`config.mk`:
```
export PLATFORM = sky130hd
export DESIGN_NAME = token_host
export DESIGN_NICKNAME = d
export VERILOG_FILES = /design/src/include/token_host_pkg.sv /design/src/core/token_host.sv
export SDC_FILE = /design/constraint.sdc
export NUM_CORES = 1
export LEC_CHECK = 0
export BUFFER_PORTS_ARGS = -buffer_cell sky130_fd_sc_hd__buf_4
export CAP_MARGIN = 0
export CORE_MARGIN = 5
export CORE_UTILIZATION = 41
export DETAILED_ROUTE_END_ITERATION = 7
export PLACE_DENSITY = 0.7
export REMOVE_ABC_BUFFERS = 1
export SYNTH_ARGS = -nofsm -noshare
export SYNTH_HDL_FRONTEND = slang
export SYNTH_SLANG_ARGS = --single-unit
export TNS_END_PERCENT = 5
```
`constraint.sdc`:
```
create_clock -name mclk_i -period 1.67 [get_ports mclk_i]
set_clock_uncertainty 0.05 [all_clocks]
set_input_delay 0.334 -clock mclk_i [delete_from_list [all_inputs] [get_ports mclk_i]]
set_output_delay 0.334 -clock mclk_i [all_outputs]
set_load 0.05 [all_outputs]
```
`src/include/token_host_pkg.sv`:
```
`default_nettype none
package token_host_pkg;
  // ----------------------------------------------------------
  // Widths and timing
  // ----------------------------------------------------------
  localparam int unsigned IDX_W     = 3;
  localparam int unsigned DQ_W      = 18;
  localparam int unsigned BE_W      = 2;
  localparam int unsigned CNT_W     = 8;
  localparam int unsigned CLK_NS    = 25;
  localparam int unsigned STROBE_NS = 40;
  localparam int unsigned DOZE_NS   = 100;
  localparam int unsigned WAKE_NS   = 100;
  // Least times, rounded up to whole cycles
  localparam int unsigned STROBE_CYC = (STROBE_NS + CLK_NS - 1) / CLK_NS;
  localparam int unsigned DOZE_CYC   = (DOZE_NS + CLK_NS - 1) / CLK_NS;
  localparam int unsigned WAKE_CYC   = (WAKE_NS + CLK_NS - 1) / CLK_NS;
  localparam logic [CNT_W-1:0] STROBE_LOAD = CNT_W'(STROBE_CYC - 1);
  localparam logic [CNT_W-1:0] DOZE_LOAD   = CNT_W'(DOZE_CYC - 1);
  localparam logic [CNT_W-1:0] WAKE_LOAD   = CNT_W'(WAKE_CYC - 1);
  localparam logic [IDX_W-1:0] LAST_IDX    = 3'h7;

  // ----------------------------------------------------------
  // Types
  // ----------------------------------------------------------
  typedef enum logic [1:0] {
    OP_CLAIM = 2'h0,
    OP_FREE  = 2'h1,
    OP_TEST  = 2'h2
  } op_t;

  typedef enum logic [2:0] {
    ST_IDLE   = 3'h0,
    ST_SETUP  = 3'h1,
    ST_STROBE = 3'h2,
    ST_RECOV  = 3'h3,
    ST_DOZE   = 3'h4,
    ST_SLEEP  = 3'h5,
    ST_WAKE   = 3'h6
  } st_t;

  typedef struct packed {
    logic             low_power_request;
    logic             token_space_select_n;
    logic             primary_chip_enable_n;
    logic             secondary_chip_enable;
    logic             rw;
    logic             oe_n;
    logic [BE_W-1:0]  byte_lane_enable_n;
    logic [IDX_W-1:0] idx;
    logic [DQ_W-1:0]  dq;
    logic             dq_oe_n;
  } pins_t;

  typedef struct packed {
    st_t              st;
    op_t              op;
    logic             init;
    logic             wr;
    logic             wbit;
    logic             spin;
    logic             flag;
    logic             done;
    logic [IDX_W-1:0] idx;
    logic [CNT_W-1:0] cnt;
    pins_t            pins;
  } ctl_t;

  localparam pins_t PINS_RST = '{low_power_request: 1'b0,
    token_space_select_n: 1'b1, primary_chip_enable_n: 1'b1,
    secondary_chip_enable: 1'b0, rw: 1'b1, oe_n: 1'b1,
    byte_lane_enable_n: 2'h3, idx: 3'h0, dq: 18'h0, dq_oe_n: 1'b1};
  localparam ctl_t CTL_RST = '{st: ST_SETUP, op: OP_FREE, init: 1'b1,
    wr: 1'b1, wbit: 1'b1, spin: 1'b0, flag: 1'b1, done: 1'b0,
    idx: 3'h0, cnt: 8'h0, pins: PINS_RST};
endpackage
`default_nettype wire

```
`src/core/token_host.sv`:
```
`timescale 1ns/1ps
`default_nettype none
// Notes on behaviour
// - Flags active low; write zero claims, one frees.
// - Token select low; other pins as SRAM access.
// - Claim by writing zero, then read back.
// - Failed claim: keep reading or write one.
// - Write one to all tokens at start.
// - No access within guard times around sleep.
// - Token access: primary enable high, secondary low.
module token_host (
  input  wire logic                             mclk_i,     // Clock
  input  wire logic                             nrst_i,     // Reset
  input  wire logic                             cmd_valid_i, // Request
  input  wire token_host_pkg::op_t              cmd_op_i,   // Operation
  input  wire logic [token_host_pkg::IDX_W-1:0] cmd_idx_i,  // Token number
  input  wire logic                             cmd_spin_i, // Retry reads
  input  wire logic                             sleep_i,    // Want sleep
  input  wire logic [token_host_pkg::DQ_W-1:0]  dq_i,       // Data pins in
  output logic                                  cmd_ready_o, // Can take
  output logic                                  done_o,     // Op finished
  output logic                                  granted_o,  // Owned at last read
  output logic                                  flag_o,     // Last flag
  output logic                                  asleep_o,   // Port asleep
  output token_host_pkg::pins_t                 pins_o      // Port pins
);
  token_host_pkg::ctl_t q;
  token_host_pkg::ctl_t next_q;

  // ----------------------------------------------------------
  // Sequencer
  // ----------------------------------------------------------
  always_comb begin
    next_q = q;
    next_q.done = 1'b0;
    case (q.st)
      token_host_pkg::ST_IDLE: begin
        if (sleep_i) begin
          next_q.st  = token_host_pkg::ST_DOZE;
          next_q.cnt = token_host_pkg::DOZE_LOAD;
        end else if (cmd_valid_i) begin
          next_q.st   = token_host_pkg::ST_SETUP;
          next_q.op   = cmd_op_i;
          next_q.idx  = cmd_idx_i;
          next_q.spin = cmd_spin_i;
          // Claim always starts with the write, never a read
          next_q.wr   = (cmd_op_i != token_host_pkg::OP_TEST);
          next_q.wbit = (cmd_op_i == token_host_pkg::OP_FREE);
        end
      end
      token_host_pkg::ST_SETUP: begin
        next_q.st  = token_host_pkg::ST_STROBE;
        next_q.cnt = token_host_pkg::STROBE_LOAD;
      end
      token_host_pkg::ST_STROBE: begin
        if (q.cnt == '0) begin
          next_q.st = token_host_pkg::ST_RECOV;
          if (!q.wr) begin
            next_q.flag = dq_i[0];
          end
        end else begin
          next_q.cnt = q.cnt - 1'b1;
        end
      end
      token_host_pkg::ST_RECOV: begin
        next_q.st = token_host_pkg::ST_IDLE;
        if (q.init) begin
          // Free every token after reset, left to right
          if (q.idx == token_host_pkg::LAST_IDX) begin
            next_q.init = 1'b0;
          end else begin
            next_q.idx = q.idx + 1'b1;
            next_q.st  = token_host_pkg::ST_SETUP;
          end
        end else if (q.op == token_host_pkg::OP_CLAIM && q.wr && !q.wbit) begin
          next_q.st = token_host_pkg::ST_SETUP;
          next_q.wr = 1'b0;
        end else if (q.op == token_host_pkg::OP_CLAIM && !q.wr && q.flag) begin
          // A forgotten zero would seize the token later
          next_q.st = token_host_pkg::ST_SETUP;
          if (!q.spin) begin
            next_q.wr   = 1'b1;
            next_q.wbit = 1'b1;
          end
        end else begin
          next_q.done = 1'b1;
        end
      end
      token_host_pkg::ST_DOZE: begin
        if (q.cnt == '0) begin
          next_q.st = token_host_pkg::ST_SLEEP;
        end else begin
          next_q.cnt = q.cnt - 1'b1;
        end
      end
      token_host_pkg::ST_SLEEP: begin
        if (!sleep_i) begin
          next_q.st  = token_host_pkg::ST_WAKE;
          next_q.cnt = token_host_pkg::WAKE_LOAD;
        end
      end
      token_host_pkg::ST_WAKE: begin
        if (q.cnt == '0) begin
          next_q.st = token_host_pkg::ST_IDLE;
        end else begin
          next_q.cnt = q.cnt - 1'b1;
        end
      end
      default: begin
        next_q.st = token_host_pkg::ST_IDLE;
      end
    endcase

    // --------------------------------------------------------
    // Pin drive, registered from the next state
    // --------------------------------------------------------
    next_q.pins = token_host_pkg::PINS_RST;
    next_q.pins.low_power_request =
      (next_q.st == token_host_pkg::ST_SLEEP);
    if (next_q.st == token_host_pkg::ST_SETUP ||
        next_q.st == token_host_pkg::ST_STROBE) begin
      next_q.pins.token_space_select_n  = 1'b0;
      next_q.pins.primary_chip_enable_n = 1'b1;
      next_q.pins.secondary_chip_enable = 1'b0;
      next_q.pins.byte_lane_enable_n    = '0;
      next_q.pins.idx     = next_q.idx;
      next_q.pins.dq      = {token_host_pkg::DQ_W{next_q.wbit}};
      next_q.pins.dq_oe_n = !next_q.wr;
      if (next_q.st == token_host_pkg::ST_STROBE) begin
        next_q.pins.rw   = !next_q.wr;
        next_q.pins.oe_n = next_q.wr;
      end
    end
  end

  always_ff @(posedge mclk_i or negedge nrst_i) begin
    if (!nrst_i) begin
      q <= token_host_pkg::CTL_RST;
    end else begin
      q <= next_q;
    end
  end

  assign cmd_ready_o = (q.st == token_host_pkg::ST_IDLE) && !sleep_i;
  assign done_o      = q.done;
  assign granted_o   = !q.flag;
  assign flag_o      = q.flag;
  assign asleep_o    = q.pins.low_power_request;
  assign pins_o      = q.pins;
endmodule
`default_nettype wire

```
==> metrics, run 1 <==
status=complete, but fails checks; violated checks=negative setup slack; pre-CTS setup slack=-0.258 ns; pin count of the biggest net entering global routing=32; fin crit share=110%; RSZ-0062 raised after global routing=yes; CP startpoint kind=flip-flop; # clock sinks=31; Seq/Total Area, Yosys=a little over two fifths; total track usage=around 13%; IO Pins=63; DP HPWL=2.81 mm; Max Fclk=~0.55 GHz; FFs w/ async S/R, synth=100%; final core occ=roughly three fifths; total gr overflow=0; Max clock buf depth=2; DR vias=between 1000 and 1500; Pwr Total=4.16 mW; first-pass GRT wire length=6.42 mm; max-cap violations=0; crit end category=flip-flop; Tmin final=1.83 ns; layout cells sized above 1=54.4%; RePlAce Congestion=0.863; CTS clk-pin slew, worst paths=0.06 ns; YS warnings=0; H-Tree Depth=2; core area=4320 um2; drt initial violations=53; NetSw=1.60 mW; Seq cells post-synth=31; DRT antenna net count=0; root buf cell=clkbuf_8; combinational power share=53.0%; DRC errors left=0; Pint=2.56 mW; Buffers on Ports=43; vias in the first global route=around 1500; Worst EP required=1.85 ns; DRT Wirelength=3.75 mm; worst IR drop on VDD=904 uV; Cell Pwr Density=1630 nW/um2; die width=approximately 76 um; Area contributors post-synth=dfrtp_1 29%, dfstp_2 15%, buf_4 12%, nor2_1 3.7%, xor2_1 3.4%; synthesized cell area=1810 um2; average wire per standard cell=12.4 um; Seq pwr share=28.9%; HP Class=primary input to flip-flop; router iterations before antenna repair=4; final hold vios=0; # rows=24; antenna fix cells=0; clock latency on the worst-skew pair=0.28 ns; clock share of power=18.2%; Die Y=about 76 um; Setup CP Type=flip-flop to flip-flop; worst path arrival time=2.01 ns; cells after synthesis=between 150 and 200; final setup violation count=18; PnR worst setup slack=-0.163 ns; hold_ws=0.207 ns; initial core utilization=41.8%; Slew Viols, Final=0; Synth area leader=dfrtp_1; switching part of the total power=between 30% and 40%; Layout Nets=279; Synth Flop Type=dfrtp_1; Num CTS Buffers=5; post-synth top area share=29.1%; P&R area growth vs syn=41.0%; EDFF count, synth=0; Leakage Power=1.19 nW; initial antenna violation count=0; vias per inst=between 4 and 5; CTS tree=done; Total Die Area=5830 um2; # fillers=365; Avg Synthesized Cell Area=between 9 and 10 um2; largest fanout on the critical path=4; Yosys cell types=48
synthesized netlist by cell type (all sizes together), types with 2 or more instances:
cell type and count:
nand2 13, conb 2, a21oi 5, nor4 4, or2 2, inv 10, buf 36, xor2 7
dfrtp 21, nor3b 2, nand3 3, mux2 3, nor2b 3, a221oi 2, dfstp 10, a31oi 2
o21a 3, nor2 18, nor3 5, o21ai 12, nand2b 4, mux2i 2, ha 2, o211ai 2
power groups by stage:
stage	combinational (mW)	sequential, mW	clock (mW)
after global routing	2.40	1.23	0.812
after CTS	2.06	1.21	0.781
after global placement	1.83	1.19	0
after detailed placement	1.86	1.20	0
final	2.20	1.20	0.756
after floorplan	0.821	1.45	0
worst paths after layout:
kind	start	end	cells past startpoint	slack [ns]
min in group asynchronous	nrst_i	q[37]$_DFFE_PN0P_	2	0.45
setup / recovery	q[50]$_DFF_PN0_	pins_o[25]$_DFF_PN1_	5	-0.16
setup reg to reg	q[50]$_DFF_PN0_	pins_o[25]$_DFF_PN1_	5	-0.16
hold reg to reg	q[46]$_DFFE_PN1P_	q[46]$_DFFE_PN1P_	2	0.43
hold / removal	dq_i[0]	flag_o$_DFFE_PN1P_	3	0.21
max in group asynchronous	nrst_i	pins_o[22]$_DFF_PN1_	2	0.80
timing repair:
action | in CTS | in global routing
endpoints found under the hold margin | 21 | 0
setup buffers | 1 | 3
pin swaps | 7 | 6
gates resized for setup | 23 | 12
setup endpoints to repair | 25 | 41
hold buffers | 1 | 0
cell type report:
cell class / count / area (um2) / share of cell area (%)
tap: 52 / 65.1 / 2.55
sequential: 31 / 790 / 31.0
timing repair buffer: 91 / 712 / 27.9
clock inverter: 2 / 35.0 / 1.38
inverter: 10 / 37.5 / 1.47
multi-input combinational: 110 / 826 / 32.4
clock buffer: 6 / 82.6 / 3.24
placed cells by master, fill, tap and decap left out, types with 3 or more instances in the layout:
master    instances
inv_1             8
dfrtp_1          20
dfstp_2          10
nand2b_1          4
o21a_1            3
buf_6             5
mux2_2            3
nor3_1            3
nor2_1           18
clkbuf_8          6
xor2_1            7
nand2_1          13
nor2b_1           3
a21oi_1           4
buf_4            84
o21ai_0           6
o21ai_1           4
metal layers:
layer  part of all wire [%]  wire (um)  GRT usage (%)
met5                      0          0              0
met4                    1.9         73           6.29
met3                    7.0        261           4.85
met2                     48       1810           22.5
met1                     43       1600           14.9
cell families after synthesis:
family	Yosys count	share of synthesized area [%]
AO/OA/AOI/OAI	34	13.0
adder cells (fa/ha/maj)	2	1.38
other	2	0.416
flip-flops	31	43.6
AND/OR/NAND/NOR	59	18.1
buffers and inverters	46	16.6
multiplexers	5	2.98
XOR/XNOR	8	3.88
flip-flops by register name (all words and copies together) (netlist names):
register	cells
asleep_o	1
pins_o	8
flag_o	1
q	20
done_o	1
through the flow:
stage,cells,setup TNS [ns],area [um2]
after floorplan,151,-90.70,1550
after global placement,289,-2.87,2260
after detailed placement,289,-3.34,2260
after CTS,299,-2.03,2480
after global routing,302,-3.51,2550
final,302,-1.41,2550
critical path, cell delays in order (launching register included):
cell and delay (ns):
dfrtp_1 0.42, or4b_4 0.55, a21oi_4 0.16, o21ai_1 0.10, a221oi_2 0.35, nand2b_1 0.16
No activity file was read; power rests on OpenSTA's default activity.
==> run 2, diff against run 1 <==
--- a/config.mk
+++ b/config.mk
@@ -11,5 +11,5 @@
 export CORE_UTILIZATION = 41
 export DETAILED_ROUTE_END_ITERATION = 7
-export PLACE_DENSITY = 0.7
+export PLACE_DENSITY = 0.68
 export REMOVE_ABC_BUFFERS = 1
 export SYNTH_ARGS = -nofsm -noshare
==> constraint.sdc (replaced) <==
create_clock -name mclk_i -period 1.9 [get_ports mclk_i]
set_clock_uncertainty 0.05 [all_clocks]
set_input_delay 0.285 -clock mclk_i [delete_from_list [all_inputs] [get_ports mclk_i]]
set_output_delay 0.285 -clock mclk_i [all_outputs]
set_load 0.05 [all_outputs]
==> run 2 against run 1 <==
  * The flow now finishes without violations
  * Clock power fell by 11%
  * Final area is 9.9% lower
  * Worst setup slack better by 0.20 ns
  * Via count shrank 4.8%
  * Maximum frequency fell by 1.8%
  * First-iteration DRC count is 53% higher
  * Critical path depth is the same
  * Hold slack got worse by 0.042 ns
  * Flip-flop and latch count stayed put
  * Core utilization fell by 5.8 points
  * Wire length is 1.3% higher
  * Critical path type unchanged
==> metrics, run 2 (synthesis results as in run 1) <==
Max clock buf depth=2; Inst Count DP=268; H-Tree Depth=2; Cell Pwr Density=1450 nW/um2; drt initial violations=81; largest reg by FF count=q; Buffers on Ports=43; Tmin final=1.87 ns; pin count of the biggest net entering global routing=32; Die Y=76.4 um; core area=~4300 um2; # rows=24; Layout Nets=around 260; # clock sinks=31; vias per inst=4.98; DRT antenna net count=0; die width=76.4 um; Setup CP Type=flip-flop to flip-flop; RePlAce Congestion=0.833; max-cap violations=0; # fillers=394; DRC errors left=0; Total Die Area=5830 um2; DP HPWL=2.75 mm; most frequent cells in the layout=68 x buf_4, 21 x dfrtp_1, 18 x nor2_1; commonest non-fill, non-tap cell in the layout=buf_4; Leakage Power=1.07 nW; status=finished, final reports clean; total track usage=13.5%; IO Pins=63; DR vias=1393; P&R area growth vs syn=27.1%; first-pass GRT wire length=roughly 6.4 mm; final hold vios=0; Slew Viols, Final=0; initial core utilization=41.8%; post-route design area=2300 um2; RSZ-0062 raised after global routing=yes; CP cell instances=or4b_4 > a21oi_4 > o21ai_1 > a221oi_2 > nand2b_1; hold_ws=0.165 ns; final setup violation count=0; R2R Setup Slk=0.03 ns; CP max stage delay=approximately 0.55 ns; antenna fix cells=0; worst IR drop on VDD=643 uV; Num CTS Buffers=5; Pwr Total=~3.3 mW; CP startpoint kind=flip-flop; initial antenna violation count=0; fin crit share=98.3%; final non-filler cell total=280; layout cells sized above 1=a little under half; CTS tree=done; worst path arrival time=2.04 ns; HP Class=primary input to flip-flop; root buf cell=clkbuf_8; CTS clk-pin slew, worst paths=0.07 ns; crit end category=flip-flop; router iterations before antenna repair=4; Worst EP required=2.07 ns; Max Fclk=roughly 0.54 GHz; max reg flops=20; crit-path leading delay family=simple AND/OR/NAND/NOR gates; largest fanout on the critical path=4; vias in the first global route=~1400; total gr overflow=0; Buffers & Inverters on Critical Path=0; Cell Area, Placed=2100 um2; clock latency on the worst-skew pair=0.29 ns; average wire per standard cell=13.5 um; CP max stage cell=or4b_4; DRT Wirelength=3.79 mm
## run 2: timing repair
item	CTS	global route
pin swaps	1	1
setup endpoints to repair	2	17
hold buffers	1	0
endpoints found under the hold margin	21	0
gates resized for setup	1	10
buffers inserted	3	0
## run 2: layout make-up
| class | count | area (um2) | area share (%) |
|---|---|---|---|
| sequential | 31 | 788 | 34.3 |
| multi-input combinational | 110 | 767 | 33.4 |
| timing repair buffer | 69 | 520 | 22.7 |
| clock buffer | 6 | 82.6 | 3.60 |
| tap | 52 | 65.1 | 2.83 |
| inverter | 10 | 37.5 | 1.63 |
| clock inverter | 2 | 35.0 | 1.53 |
## run 2: routing by layer
metal,track usage [%],share of wire [%]
met1,15.0,42
met2,22.2,48
met3,5.67,7.9
met4,6.47,1.8
met5,0,0
## run 2: path summary, 6_finish.rpt
check,from,to,cells after the start
worst max-delay path,q[49]$_DFF_PN1_,pins_o[25]$_DFF_PN1_,5
worst min-delay path,dq_i[0],flag_o$_DFFE_PN1P_,3
worst max register to register,q[49]$_DFF_PN1_,pins_o[25]$_DFF_PN1_,5
worst min register to register,q[43]$_DFFE_PN0P_,q[43]$_DFFE_PN0P_,1
max in group asynchronous,nrst_i,flag_o$_DFFE_PN1P_,2
min in group asynchronous,nrst_i,q[35]$_DFFE_PN0P_,2
## run 2: stage by stage
step / setup WS (ns) / utilization, % / TNS (ns)
2_1_floorplan: -4.08 / - / -81.61
3_3_place_gp: -0.00900 / 48.5 / -0.00900
3_5_place_dp: -0.0506 / 48.5 / -0.0506
4_1_cts: 0.0313 / 52.0 / 0
5_1_grt: -0.0378 / 53.1 / -0.200
6_report: 0.0328 / 53.1 / 0
## run 2: power by group
| group | leakage (nW) | internal, mW | switching (mW) |
|---|---|---|---|
| Sequential | 0.374 | 0.892 | 0.177 |
| Clock | 0.0612 | 0.424 | 0.247 |
| Combinational | 0.635 | 0.710 | 0.875 |
## run 2: worst min-delay path, stage by stage
cell	delay, ns
buf_4	0.08
nand2_1	0.03
o21ai_0	0.07
==> run 3, diff against run 2 <==
ABC_AREA = 1   (was not set)
CTS_CLUSTER_DIAMETER = 60   (was not set)
PLACE_DENSITY = 0.67   (was 0.68)
==> run 3 against run 2 <==
  * Wire length grew 1.6%
  * Global-route usage fell by 0.43 points
  * Clock power about the same
  * Highest routed layer unchanged
  * Sequential power up 7%
  * Via count up 8.7%
  * Critical path depth is 1 lower
  * Total power increased by 29%
==> metrics, run 3 <==
CP max stage cell=dfrtp_1; Die Y=77.6 um; final core occ=49.6%; Buffers on Ports=43; router iterations before antenna repair=5; CP cell instances=nor2_2 > nand2_2 > nor2_2 > buf_4; core area=around 4400 um2; Area contributors post-synth=dfrtp_1 28%, dfstp_2 14%, buf_4 12%, nand2_1 9.2%, inv_1 5.4%; post-synth top area share=approximately 28%; RePlAce Congestion=0.846; RSZ-0062 raised after global routing=no; cell with the most instances after synthesis=nand2_1; crit end category=primary output; crit-path leading delay family=simple AND/OR/NAND/NOR gates; status=finished, final reports clean; Leakage Power=1.14 nW; initial antenna violation count=0; # rows=24; final hold vios=0; Synth Flop Type=dfrtp_1; top cells by count, synth=46 x nand2_1, 30 x buf_4, 27 x inv_1, 23 x nor2_1, 21 x dfrtp_1; synthesized cell area=1870 um2; root buf cell=clkbuf_8; Seq/Total Area, Yosys=42.1%; layout cells sized above 1=34.5%; fin crit share=92.6%; CP startpoint kind=flip-flop; FFs w/ async S/R, synth=100%; DRT antenna net count=0; DR vias=1514; Worst EP required=1.56 ns; Buffers & Inverters on Critical Path=1; worst IR drop on VDD=927 uV; Slew Viols, Final=0; DRT Wirelength=3.85 mm; largest reg by FF count=q; max-cap violations=0; die width=77.6 um; EDFF count, synth=0; # clock sinks=31; vias in the first global route=1445; IO Pins=63; Max Fclk=between 0.5 and 0.6 GHz; most frequent cells in the layout=46 x nand2_1, 46 x buf_4, 27 x inv_1; H-Tree Depth=2; largest fanout on the critical path=6; vias per inst=4.84; CTS tree=done; antenna fix cells=0; DP HPWL=around 3.0 mm; first-pass GRT wire length=roughly 6.3 mm; initial core utilization=between 40 and 50%; Num CTS Buffers=5; TNS Setup=0 ns; pin count of the biggest net entering global routing=32; total gr overflow=0; clock latency on the worst-skew pair=around 0.28 ns; Cell Pwr Density=1980 nW/um2; Total Die Area=6020 um2; max reg flops=20; Avg Synthesized Cell Area=7.90 um2; average wire per standard cell=~12 um; Yosys cell types=32; HP Class=primary input to flip-flop; Setup CP Type=flip-flop to primary output; total track usage=13.1%; CTS clk-pin slew, worst paths=0.07 ns; most frequent cell on the critical path=nor2_2; Tmin final=1.76 ns; DRC errors left=0; Max clock buf depth=2; P&R area growth vs syn=16.2%; drt initial violations=92; Layout Nets=290; cells after synthesis=237; worst path arrival time=1.42 ns; Synth area leader=dfrtp_1; YS warnings=0; CP max stage delay=between 0.4 and 0.5 ns; final setup violation count=0; Seq cells post-synth=31
run 3: cell count changes in the layout (fill, tap and decap cells not counted), moves of 8 or more:
| cell | before | now |
|---|---|---|
| nand2_1 | 13 | 46 |
| buf_4 | 68 | 46 |
| inv_2 | 0 | 8 |
| a21oi_1 | 4 | 13 |
| inv_1 | 10 | 27 |
| nand3_1 | 2 | 14 |
run 3: routing by layer:
metal / share of wire [%] / GRT usage (%) / up-vias
met1: 44 / 15.0 / 695
met2: 45 / 20.9 / 47
met5: 0 / 0 / -
met3: 7.6 / 4.98 / 7
met4: 2.6 / 7.04 / 0
li1: - / - / 765
run 3: kinds of logic after synthesis:
logic type,Yosys count,synth area share (%)
AO/OA/AOI/OAI,34,10.9
AND/OR/NAND/NOR,100,24.7
adder cells (fa/ha/maj),2,1.34
buffers and inverters,66,19.6
flip-flops,31,42.1
other,2,0.401
XOR/XNOR,2,0.935
run 3: stage by stage:
stage                     cell area (um2)  setup slack, ns  power, mW  hold WS [ns]  std cells
after detailed placement             2050            0.158       3.65         0.196        304
after CTS                            2170            0.114       4.35         0.143        313
after floorplan                      1640            -4.08       2.72       -0.0606        206
after global routing                 2180           0.0181       4.60         0.138        313
final                                2180            0.140       4.30         0.151        313
after global placement               2050            0.192       3.60         0.191        304
run 3: worst register-to-register path, stage by stage (launching register included):
cell and delay (ns):
dfrtp_1 0.37, inv_1 0.08, ha_1 0.21, nand2_2 0.09, o21bai_2 0.16, nand3_1 0.18, inv_2 0.11, nand4_2 0.21
a21oi_1 0.21
run 3: worst paths after layout:
kind / startpoint / end / slack (ns) / cells after the start
worst max-delay path: q[50]$_DFF_PN0_ / cmd_ready_o / 0.14 / 4
worst min-delay path: cmd_spin_i / q[43]$_DFFE_PN0P_ / 0.15 / 3
worst max register to register: q[30]$_DFFE_PN0P_ / pins_o[20]$_DFF_PN0_ / 0.15 / 8
worst min register to register: q[47]$_DFFE_PN1P_ / q[47]$_DFFE_PN1P_ / 0.42 / 2
max in group asynchronous: nrst_i / q[49]$_DFF_PN1_ / 1.06 / 2
min in group asynchronous: nrst_i / q[50]$_DFF_PN0_ / 0.41 / 2
run 3: final cells by class:
class	instances	area, um2
well taps	52	65.1
clock buffers	6	82.6
fillers	420	2210
clock inverters	2	35.0
inverters	35	131
flip-flops and latches	31	790
multi-input cells	140	717
repair buffers	47	355
run 3: report_power, final:
part / total [mW] / leakage [nW] / switching (mW) / internal (mW)
logic: 2.48 / 0.705 / 1.75 / 0.735
registers: 1.15 / 0.376 / 0.203 / 0.944
clock network: 0.674 / 0.0612 / 0.250 / 0.424
run 3: what timing repair did:
item	4_1_cts	5_1_grt
hold endpoints to repair	21	0
buffers inserted	0	0
resized for setup	0	1
hold buffers	1	0
endpoints found under the setup margin	0	6
